<file path="config.mk">
export PLATFORM = sky130hd
export DESIGN_NAME = uart_speed_match
export DESIGN_NICKNAME = d
export VERILOG_FILES = /design/src/speed_match_pkg.sv /design/src/rx_low_timer.sv /design/src/uart_speed_match.sv
export SDC_FILE = /design/constraint.sdc
export NUM_CORES = 1
export LEC_CHECK = 0
export BUFFER_PORTS_ARGS = -buffer_cell sky130_fd_sc_hd__buf_4
export CAP_MARGIN = 5
export CORE_UTILIZATION = 45
export CTS_BUF_LIST = sky130_fd_sc_hd__clkbuf_8
export DETAILED_ROUTE_END_ITERATION = 12
export HOLD_SLACK_MARGIN = 0.03
export PLACE_DENSITY = 0.71
export RECOVER_POWER = 100
export SLEW_MARGIN = 10
export SYNTH_ARGS = -nofsm -noshare
export SYNTH_HDL_FRONTEND = slang
export SYNTH_SLANG_ARGS = --single-unit
</file>
<file path="constraint.sdc">
create_clock -name clk_sys -period 5.9 [get_ports clk_sys]
set_clock_uncertainty 0.2 [all_clocks]
set_input_delay 0.59 -clock clk_sys [delete_from_list [all_inputs] [get_ports clk_sys]]
set_output_delay 0.59 -clock clk_sys [all_outputs]
set_load 0.005 [all_outputs]
</file>
<file path="src/speed_match_pkg.sv">
package speed_match_pkg;

    // ------------------------------------------------------------
    // widths
    // ------------------------------------------------------------
    localparam int CNT_W = 16;
    localparam int DIV_W = 16;
    localparam int DATA_BITS = 8;

    // ------------------------------------------------------------
    // register addresses (read and write spaces are separate)
    // ------------------------------------------------------------
    localparam logic [3:0] WR_TXDATA = 4'h0;
    localparam logic [3:0] WR_TEST = 4'h2;
    localparam logic [3:0] WR_MODE = 4'h4;
    localparam logic [3:0] WR_IRQSEL = 4'h5;
    localparam logic [3:0] WR_DIVLO = 4'h6;
    localparam logic [3:0] WR_DIVHI = 4'h7;
    localparam logic [3:0] RR_RXDATA = 4'h0;
    localparam logic [3:0] RR_STATUS = 4'h1;
    localparam logic [3:0] RR_ERROR = 4'h2;
    localparam logic [3:0] RR_DIVLO = 4'h3;
    localparam logic [3:0] RR_DIVHI = 4'h4;

    // ------------------------------------------------------------
    // field positions
    // ------------------------------------------------------------
    localparam int B_TEST_A = 0;
    localparam int B_SMEN = 3;
    localparam int B_ABORT = 5;
    localparam int B_SEL_LO = 3;
    localparam int B_BRK_IRQ = 6;

    // ------------------------------------------------------------
    // reset values, selections and timing
    // ------------------------------------------------------------
    localparam logic [DIV_W-1:0] DIV_RESET = 16'h0001;
    localparam logic [2:0] SEL_SPEED = 3'h0;
    localparam logic [CNT_W-1:0] LOAD_MIN = 16'h0048;
    localparam int DIV_SHIFT = 4;
    localparam logic [3:0] PH_MID = 4'h8;
    localparam logic [3:0] PH_LAST = 4'hF;
    localparam logic [2:0] BIT_LAST = 3'h7;
    localparam logic [3:0] TX_LAST = 4'h9;

    // estimate of the divisor from a low-pulse length
    function automatic logic [DIV_W-1:0] count_to_div(input logic [CNT_W-1:0] c);
        return c >> DIV_SHIFT;
    endfunction : count_to_div

endpackage : speed_match_pkg

</file>
<file path="src/rx_low_timer.sv">
`timescale 1ns/100ps
module rx_low_timer
    import speed_match_pkg::*;
(
    input wire logic clk_sys,
    input wire logic rst_n,
    input wire logic rx_pin,
    output logic rx_level,
    output logic rx_fall,
    output logic rx_rise,
    output logic [CNT_W-1:0] low_count
);

    logic sync1;
    logic sync2;

    // ------------------------------------------------------------
    // pin synchroniser, third flop keeps the last level
    // ------------------------------------------------------------
    always_ff @(posedge clk_sys or negedge rst_n) begin
        if (!rst_n) begin
            sync1 <= 1'b1;
            sync2 <= 1'b1;
            rx_level <= 1'b1;
        end else begin
            sync1 <= rx_pin;
            sync2 <= sync1;
            rx_level <= sync2;
        end
    end

    // edge pulses line up with the new level
    always_ff @(posedge clk_sys or negedge rst_n) begin
        if (!rst_n) begin
            rx_fall <= 1'b0;
            rx_rise <= 1'b0;
        end else begin
            rx_fall <= rx_level & ~sync2;
            rx_rise <= ~rx_level & sync2;
        end
    end

    // ------------------------------------------------------------
    // low-time counter, saturates so a stuck line cannot wrap
    // ------------------------------------------------------------
    always_ff @(posedge clk_sys or negedge rst_n) begin
        if (!rst_n) begin
            low_count <= '0;
        end else if (rx_level && !sync2) begin
            low_count <= CNT_W'(1);
        end else if (!rx_level && !sync2 && low_count != '1) begin
            low_count <= low_count + CNT_W'(1);
        end
    end

endmodule : rx_low_timer

</file>
<file path="src/uart_speed_match.sv">
`timescale 1ns/100ps
// Notes on behaviour
// - receive falling edge clears enable bit
// - good pulse loads divisor estimate, used
// - divisor readable once line goes high
// - selection 000 raises latched interrupt
// - latched interrupt cleared by writing zero
// - overlong low pulse declares a break
// - break leaves divisor, raises interrupt only if enabled
// - short pulse still loads useless divisor
// - zero divisor halts transmitter and receiver
// - outputs released during reset
// - reset empties data, clears status, controls
// - eight-bit host bus with chip select
// - break flag cleared only by received one
// - interrupt pin held low one cycle minimum
module uart_speed_match
    import speed_match_pkg::*;
#(
    parameter logic [CNT_W-1:0] BREAK_LIMIT = 16'h8008
) (
    input wire logic clk_sys,
    input wire logic rst_n,
    input wire logic chip_sel,
    input wire logic [3:0] reg_addr,
    input wire logic [7:0] reg_wdata,
    input wire logic reg_wr,
    input wire logic reg_rd,
    output logic [7:0] reg_rdata,
    output logic reg_rdata_oe,
    input wire logic rx_pin,
    output logic tx_pin,
    output logic tx_pin_oe,
    output logic receive_interrupt_output_n,
    output logic receive_interrupt_output_oe
);

    typedef enum logic [2:0] {RX_IDLE, RX_START, RX_DATA, RX_STOP, RX_BRK_WAIT} rx_state_t;

    logic rx_level, rx_fall, rx_rise;
    logic [CNT_W-1:0] low_count;
    logic wr_ok, rd_ok, tick;
    logic speed_match_enable, transmit_abort, test_a, brk_irq_en;
    logic [2:0] irq_sel;
    logic meas, good_end, brk_hit;
    logic [DIV_W-1:0] divisor, baud_cnt;
    logic sm_irq, rx_pend, break_detected_flag, frame_err, short_pulse;
    rx_state_t rx_state;
    logic [3:0] rx_ph;
    logic [2:0] rx_bit;
    logic [7:0] rx_sh, rx_data;
    logic rx_full, rx_done, tx_full, tx_busy;
    logic [7:0] tx_hold;
    logic [9:0] tx_sh;
    logic [3:0] tx_ph, tx_cnt;

    rx_low_timer u_timer (
        .clk_sys(clk_sys),
        .rst_n(rst_n),
        .rx_pin(rx_pin),
        .rx_level(rx_level),
        .rx_fall(rx_fall),
        .rx_rise(rx_rise),
        .low_count(low_count)
    );

    // ------------------------------------------------------------
    // host access
    // ------------------------------------------------------------
    assign wr_ok = reg_wr & chip_sel;
    assign rd_ok = reg_rd & chip_sel;
    assign good_end = meas & rx_rise;
    assign brk_hit = meas & ~rx_level & (low_count > BREAK_LIMIT);

    // mode bits; the line edge beats a same-cycle write
    always_ff @(posedge clk_sys or negedge rst_n) begin
        if (!rst_n) begin
            speed_match_enable <= 1'b0;
            transmit_abort <= 1'b0;
        end else begin
            if (wr_ok && reg_addr == WR_MODE) begin
                transmit_abort <= reg_wdata[B_ABORT];
                speed_match_enable <= reg_wdata[B_SMEN];
            end
            if (rx_fall) begin
                speed_match_enable <= 1'b0;
            end
        end
    end

    // remaining control bits
    always_ff @(posedge clk_sys or negedge rst_n) begin
        if (!rst_n) begin
            test_a <= 1'b0;
            irq_sel <= SEL_SPEED;
            brk_irq_en <= 1'b0;
        end else if (wr_ok && reg_addr == WR_TEST) begin
            test_a <= reg_wdata[B_TEST_A];
        end else if (wr_ok && reg_addr == WR_IRQSEL) begin
            irq_sel <= reg_wdata[B_SEL_LO +: 3];
            brk_irq_en <= reg_wdata[B_BRK_IRQ];
        end
    end

    // ------------------------------------------------------------
    // measurement of the first low pulse
    // ------------------------------------------------------------
    always_ff @(posedge clk_sys or negedge rst_n) begin
        if (!rst_n) begin
            meas <= 1'b0;
        end else if (rx_fall && speed_match_enable) begin
            meas <= 1'b1;
        end else if (rx_rise || brk_hit) begin
            meas <= 1'b0;
        end
    end

    // divisor: measured load wins over a host write
    always_ff @(posedge clk_sys or negedge rst_n) begin
        if (!rst_n) begin
            divisor <= DIV_RESET;
        end else if (good_end) begin
            divisor <= count_to_div(low_count);
        end else if (wr_ok && reg_addr == WR_DIVLO) begin
            divisor[7:0] <= reg_wdata;
        end else if (wr_ok && reg_addr == WR_DIVHI) begin
            divisor[15:8] <= reg_wdata;
        end
    end

    // short pulse marks a useless estimate
    always_ff @(posedge clk_sys or negedge rst_n) begin
        if (!rst_n) begin
            short_pulse <= 1'b0;
        end else if (good_end) begin
            short_pulse <= (low_count < LOAD_MIN);
        end
    end

    // latched speed-match interrupt, set wins over clear
    always_ff @(posedge clk_sys or negedge rst_n) begin
        if (!rst_n) begin
            sm_irq <= 1'b0;
        end else if (good_end && irq_sel == SEL_SPEED) begin
            sm_irq <= 1'b1;
        end else if (wr_ok && reg_addr == WR_MODE && !reg_wdata[B_SMEN]) begin
            sm_irq <= 1'b0;
        end
    end

    // ------------------------------------------------------------
    // baud generator, 16 ticks per bit
    // ------------------------------------------------------------
    assign tick = (divisor != '0) && (baud_cnt == divisor - DIV_W'(1));

    always_ff @(posedge clk_sys or negedge rst_n) begin
        if (!rst_n) begin
            baud_cnt <= '0;
        end else if (good_end || tick || divisor == '0) begin
            baud_cnt <= '0; // phase restarts on a fresh estimate
        end else begin
            baud_cnt <= baud_cnt + DIV_W'(1);
        end
    end

    // ------------------------------------------------------------
    // receiver; after a match the start bit is already spent
    // ------------------------------------------------------------
    always_ff @(posedge clk_sys or negedge rst_n) begin
        if (!rst_n) begin
            rx_state <= RX_IDLE;
            rx_ph <= '0;
            rx_bit <= '0;
            rx_sh <= '0;
        end else if (good_end) begin
            rx_state <= RX_DATA;
            rx_ph <= '0;
            rx_bit <= '0;
        end else if (brk_hit) begin
            rx_state <= RX_BRK_WAIT;
        end else begin
            case (rx_state)
                RX_IDLE: begin
                    if (!rx_level && !meas && !speed_match_enable && tick) begin
                        rx_state <= RX_START;
                        rx_ph <= '0;
                    end
                end
                RX_START: begin
                    if (tick) begin
                        rx_ph <= rx_ph + 4'h1;
                        if (rx_ph == PH_MID && rx_level) begin
                            rx_state <= RX_IDLE; // glitch, not a start
                        end else if (rx_ph == PH_LAST) begin
                            rx_state <= RX_DATA;
                            rx_bit <= '0;
                        end
                    end
                end
                RX_DATA: begin
                    if (tick) begin
                        rx_ph <= rx_ph + 4'h1;
                        if (rx_ph == PH_MID) begin
                            rx_sh <= {rx_level, rx_sh[7:1]};
                        end
                        if (rx_ph == PH_LAST) begin
                            rx_bit <= rx_bit + 3'h1;
                            if (rx_bit == BIT_LAST) begin
                                rx_state <= RX_STOP;
                            end
                        end
                    end
                end
                RX_STOP: begin
                    if (tick) begin
                        rx_ph <= rx_ph + 4'h1;
                        if (rx_ph == PH_MID) begin
                            rx_state <= (!rx_level && rx_sh == '0) ? RX_BRK_WAIT : RX_IDLE;
                        end
                    end
                end
                RX_BRK_WAIT: begin
                    // first one after a break is not a stop bit
                    if (tick) begin
                        rx_ph <= rx_ph + 4'h1;
                        if (rx_ph == PH_MID && rx_level) begin
                            rx_state <= RX_IDLE;
                        end
                    end
                end
                default: rx_state <= RX_IDLE;
            endcase
        end
    end

    assign rx_done = (rx_state == RX_STOP) && tick && (rx_ph == PH_MID);

    // received byte and error flags
    always_ff @(posedge clk_sys or negedge rst_n) begin
        if (!rst_n) begin
            rx_data <= '0;
            rx_full <= 1'b0;
            frame_err <= 1'b0;
        end else if (rx_done && !(!rx_level && rx_sh == '0)) begin
            rx_data <= rx_sh;
            rx_full <= 1'b1;
            frame_err <= ~rx_level; // bad stop still loads
        end else if (rd_ok && reg_addr == RR_RXDATA) begin
            rx_full <= 1'b0;
            frame_err <= 1'b0;
        end
    end

    // break flag: a received one is the only way out
    always_ff @(posedge clk_sys or negedge rst_n) begin
        if (!rst_n) begin
            break_detected_flag <= 1'b0;
        end else if (brk_hit || (rx_done && !rx_level && rx_sh == '0)) begin
            break_detected_flag <= 1'b1;
        end else if (rx_state == RX_BRK_WAIT && tick && rx_ph == PH_MID && rx_level) begin
            break_detected_flag <= 1'b0;
        end
    end

    // byte or break interrupt, dropped when data is read
    always_ff @(posedge clk_sys or negedge rst_n) begin
        if (!rst_n) begin
            rx_pend <= 1'b0;
        end else if ((rx_done && rx_level && irq_sel != SEL_SPEED) || (brk_hit && brk_irq_en)) begin
            rx_pend <= 1'b1;
        end else if (rd_ok && reg_addr == RR_RXDATA) begin
            rx_pend <= 1'b0;
        end
    end

    // pin follows the flags one cycle later
    always_ff @(posedge clk_sys or negedge rst_n) begin
        if (!rst_n) begin
            receive_interrupt_output_n <= 1'b1;
            receive_interrupt_output_oe <= 1'b0;
        end else begin
            receive_interrupt_output_n <= ~(sm_irq | rx_pend);
            receive_interrupt_output_oe <= 1'b1;
        end
    end

    // ------------------------------------------------------------
    // transmitter, single holding byte
    // ------------------------------------------------------------
    always_ff @(posedge clk_sys or negedge rst_n) begin
        if (!rst_n) begin
            tx_hold <= '0;
            tx_full <= 1'b0;
            tx_busy <= 1'b0;
            tx_sh <= '1;
            tx_ph <= '0;
            tx_cnt <= '0;
        end else if (transmit_abort) begin
            tx_full <= 1'b0;
            tx_busy <= 1'b0;
            tx_sh <= '1;
        end else begin
            if (!tx_busy && tx_full && tick) begin
                tx_sh <= {1'b1, tx_hold, 1'b0};
                tx_full <= 1'b0;
                tx_busy <= 1'b1;
                tx_ph <= '0;
                tx_cnt <= '0;
            end else if (tx_busy && tick) begin
                tx_ph <= tx_ph + 4'h1;
                if (tx_ph == PH_LAST) begin
                    tx_sh <= {1'b1, tx_sh[9:1]};
                    tx_cnt <= tx_cnt + 4'h1;
                    tx_busy <= (tx_cnt != TX_LAST);
                end
            end
            // a new byte landing as the old one starts must not be lost
            if (wr_ok && reg_addr == WR_TXDATA) begin
                tx_hold <= reg_wdata;
                tx_full <= 1'b1;
            end
        end
    end

    // line idles high, released in reset
    always_ff @(posedge clk_sys or negedge rst_n) begin
        if (!rst_n) begin
            tx_pin <= 1'b1;
            tx_pin_oe <= 1'b0;
        end else begin
            tx_pin <= tx_busy ? tx_sh[0] : 1'b1;
            tx_pin_oe <= 1'b1;
        end
    end

    // ------------------------------------------------------------
    // read data, valid only the cycle after the strobe
    // ------------------------------------------------------------
    always_ff @(posedge clk_sys or negedge rst_n) begin
        if (!rst_n) begin
            reg_rdata <= '0;
            reg_rdata_oe <= 1'b0;
        end else begin
            reg_rdata_oe <= rd_ok;
            if (rd_ok) begin
                case (reg_addr)
                    RR_RXDATA: reg_rdata <= rx_data;
                    RR_STATUS: reg_rdata <= {2'b00, speed_match_enable, test_a, tx_busy,
                                            tx_full, rx_full, receive_interrupt_output_n};
                    RR_ERROR: reg_rdata <= {4'h0, sm_irq, short_pulse, frame_err, break_detected_flag};
                    RR_DIVLO: reg_rdata <= divisor[7:0];
                    RR_DIVHI: reg_rdata <= divisor[15:8];
                    default: reg_rdata <= 8'h00;
                endcase
            end else begin
                reg_rdata <= 8'h00;
            end
        end
    end
endmodule : uart_speed_match

</file>
==> results_dict.tcl <==
set metrics [dict create \
    status "finished with violations" \
    violations "max-capacitance violations, max-slew violations" \
    synth_fp_nets 718 \
    final_max_slew_viol_count 53 \
    pin_count 31 \
    die_area_um2 15900 \
    path_cells "inv_1 -> ha_1 -> or3b_2 -> or4_1 -> a21oi_1 -> o211ai_1 -> nand4b_1 -> buf_4 -> nor3_1 -> mux2_2" \
    ys_seq_area_frac 0.478 \
    antenna_found_initial 1 \
    start_kind "flip-flop" \
    p_per_area_nw_per_um2 305 \
    r2r_start "divisor[1]$_DFFE_PN0P_" \
    grt_setup_unrepaired "false" \
    tightest_slew_ps 2770 \
    finalSetupViolCount 0 \
    period_share 0.724 \
    drive_gt1_frac 0.146 \
    cp.arrival_ps 4410 \
    max_stage_delay_ps 890 \
    viasPerCell 5.92 \
    crit_start "divisor[1]$_DFFE_PN0P_" \
    hpwlAfterDp_mm 12.0 \
    first_pass_iters 6 \
    nets 743 \
    tns_ps 0 \
    cap_violations 1 \
    start_util 0.459 \
    timing.final.crit_period_ps 4270 \
    synth_edf_count 0 \
    grt_util_all_layers 0.229 \
    cts-root-buf "clkbuf_8" \
    via_count 5424 \
    hold_ws_ps 90.9 \
    first_global_vias 5363 \
    numCtsBuffers 17 \
    p_leak_uw 0.00325 \
    critPathKind "flip-flop to flip-flop" \
    synth_cells 689 \
    cts_tree "built" \
    overflow 0 \
    cts_resized 0 \
    wl_mm 16.8 \
    place_congestion 0.938 \
    post-route-drc-count 0 \
    clkTransAtPathRegs_ps 80 \
    port_buffers 30 \
    routedWlPerCell_um 18.4 \
    syn-cell-area_um2 6950 \
    synth_cell_types 72 \
    area_growth_pct 10.2 \
    peakVddDrop_uv 168 \
    drt_iter0_drc 506 \
    final_cell_mix "117 x dfrtp_1, 81 x nor2_1, 47 x nand2_1" \
    die_h_um 126 \
    die_w_um 126 \
    ys_ff_latch 132 \
    cts.sinks 132 \
    insertion_delay_ps 460 \
    grt_max_degree 82 \
    max_freq_mhz 234 \
    relSlewSlack -0.844 \
    critPathMaxFanout 45 \
    clockBufferDepth 2 \
    row_count 45 \
    end_kind "flip-flop" \
    drtAntennaViolNets 0 \
    ys_warn_count 0 \
    critPathSlowestCell "nor3_1" \
    final_common_cell "dfrtp_1" \
    async_flop_share 1.00 \
    coreArea_um2 15100 \
    synth.avg_cell_area_um2 10.1 \
    htree_num_levels 4 \
    cp.required_ps 6040 \
    ys.flop_type "dfrtp_1" \
    finalHoldViolCount 0 \
    grt_pass1_wl_mm 28.3 \
    min_path_type "primary input to asynchronous set/reset pin" \
]
## cells by family after synthesis
| group | count (synthesis) | synth area share |
|---|---|---|
| mux | 52 | 0.0846 |
| xor+xnor | 46 | 0.0580 |
| other cells | 1 | 0.000540 |
| buf+inv | 50 | 0.0294 |
| simple gates | 261 | 0.191 |
| fa+ha+maj | 11 | 0.0198 |
| flops | 132 | 0.478 |
| compound gates | 136 | 0.139 |
## flip-flops by register name, summed over array words and instances (netlist names), 4 cells and up
signal / cells
baud_cnt: 16
divisor: 16
reg_rdata: 8
rx_data: 8
rx_ph: 4
rx_sh: 8
tx_cnt: 4
tx_hold: 8
tx_ph: 4
tx_sh: 9
u_timer.low_count: 16
## power breakdown
group	switching (uW)	leakage (uW)	total (uW)	internal, uW
combinational	218	0.00135	412	194
clock	364	0.000193	754	390
sequential	169	0.00170	1170	1000
## synth_stat cells (all sizes together), types with 2 or more instances
| library cell | number | area share |
|---|---|---|
| dfrtp | 117 | 0.42 |
| nor2 | 81 | 0.044 |
| nand2 | 47 | 0.025 |
| nand3 | 34 | 0.024 |
| o21ai | 32 | 0.023 |
| mux2 | 30 | 0.053 |
| clkbuf | 24 | 0.013 |
| xnor2 | 24 | 0.030 |
| a21oi | 23 | 0.017 |
| nor3 | 23 | 0.017 |
| mux2i | 22 | 0.032 |
| xor2 | 22 | 0.028 |
| inv | 17 | 0.0092 |
| dfstp | 15 | 0.057 |
| ha | 11 | 0.020 |
| nand2b | 11 | 0.0099 |
| o31ai | 11 | 0.012 |
| nor4 | 10 | 0.011 |
| buf | 9 | 0.0072 |
| a222oi | 8 | 0.012 |
| nand4 | 8 | 0.0072 |
| o31a | 8 | 0.010 |
| and3 | 7 | 0.0063 |
| o22a | 7 | 0.0088 |
| or4 | 7 | 0.0081 |
| or3 | 6 | 0.0054 |
| a22oi | 5 | 0.0054 |
| a31oi | 5 | 0.0045 |
| nand4b | 5 | 0.0085 |
| a21o | 4 | 0.0043 |
| and2 | 4 | 0.0036 |
| nor3b | 4 | 0.0043 |
| o41ai | 4 | 0.0050 |
| or2 | 4 | 0.0036 |
| a211o | 3 | 0.0038 |
| a211oi | 3 | 0.0032 |
| and4 | 3 | 0.0038 |
| o21bai | 3 | 0.0032 |
| a2111oi | 2 | 0.0052 |
| a21boi | 2 | 0.0022 |
| a32o | 2 | 0.0029 |
| nor2b | 2 | 0.0018 |
| o311ai | 2 | 0.0025 |
## area by class of cell
class	instances	area, um2
fillers	1366	7490
multi-input cells	507	3370
flip-flops and latches	132	3320
clock buffers	22	303
repair buffers	39	265
well taps	188	235
clock inverters	10	96.3
inverters	17	63.8
diodes	1	2.50
## repair_timing
item / in CTS / in global routing
endpoints found under the setup margin: 0 / 0
hold buffers: 1 / 0
hold endpoints to repair: 1 / 0
setup buffers: 0 / 0
## per-stage QoR
stage	utilization	worst slack [ps]	total power [uW]	cell area [um2]	instances
4_1_cts	0.511	2070	2360	7740	915
2_1_floorplan	-	2500	1460	6950	689
3_5_place_dp	0.484	2080	1600	7330	882
5_1_grt	0.506	1450	2470	7660	916
3_3_place_gp	0.484	2220	1580	7330	882
6_report	0.506	1630	2340	7660	916
## critical path, delay by kind of cell (launching register included)
kind	cells	cell delay [ps]
adder cells (fa/ha/maj)	1	240
buffers and inverters	2	420
multiplexers	1	420
flip-flops	1	430
AO/OA/AOI/OAI	2	270
AND/OR/NAND/NOR	4	2160
## routing by layer
metal / vias to the layer above / share of wire / track usage
met5: - / 0 / 0
met4: 0 / 0.024 / 0.0936
met3: 27 / 0.049 / 0.0497
met2: 166 / 0.47 / 0.362
met1: 2676 / 0.46 / 0.304
li1: 2555 / - / -
## final timing paths
path                       cells past startpoint                       to  slack (ps)
hold / removal                                 1    baud_cnt[8]$_DFF_PN0_          90
max in group asynchronous                      2     tx_ph[3]$_DFFE_PN0P_        2280
min in group clk_sys                           0  u_timer.sync2$_DFF_PN1_         170
hold reg to reg                                0  u_timer.sync2$_DFF_PN1_         170
setup reg to reg                              10   rx_data[3]$_DFFE_PN0P_        1630
setup / recovery                              10   rx_data[3]$_DFFE_PN0P_        1630
No activity file was read; power rests on OpenSTA's default activity.
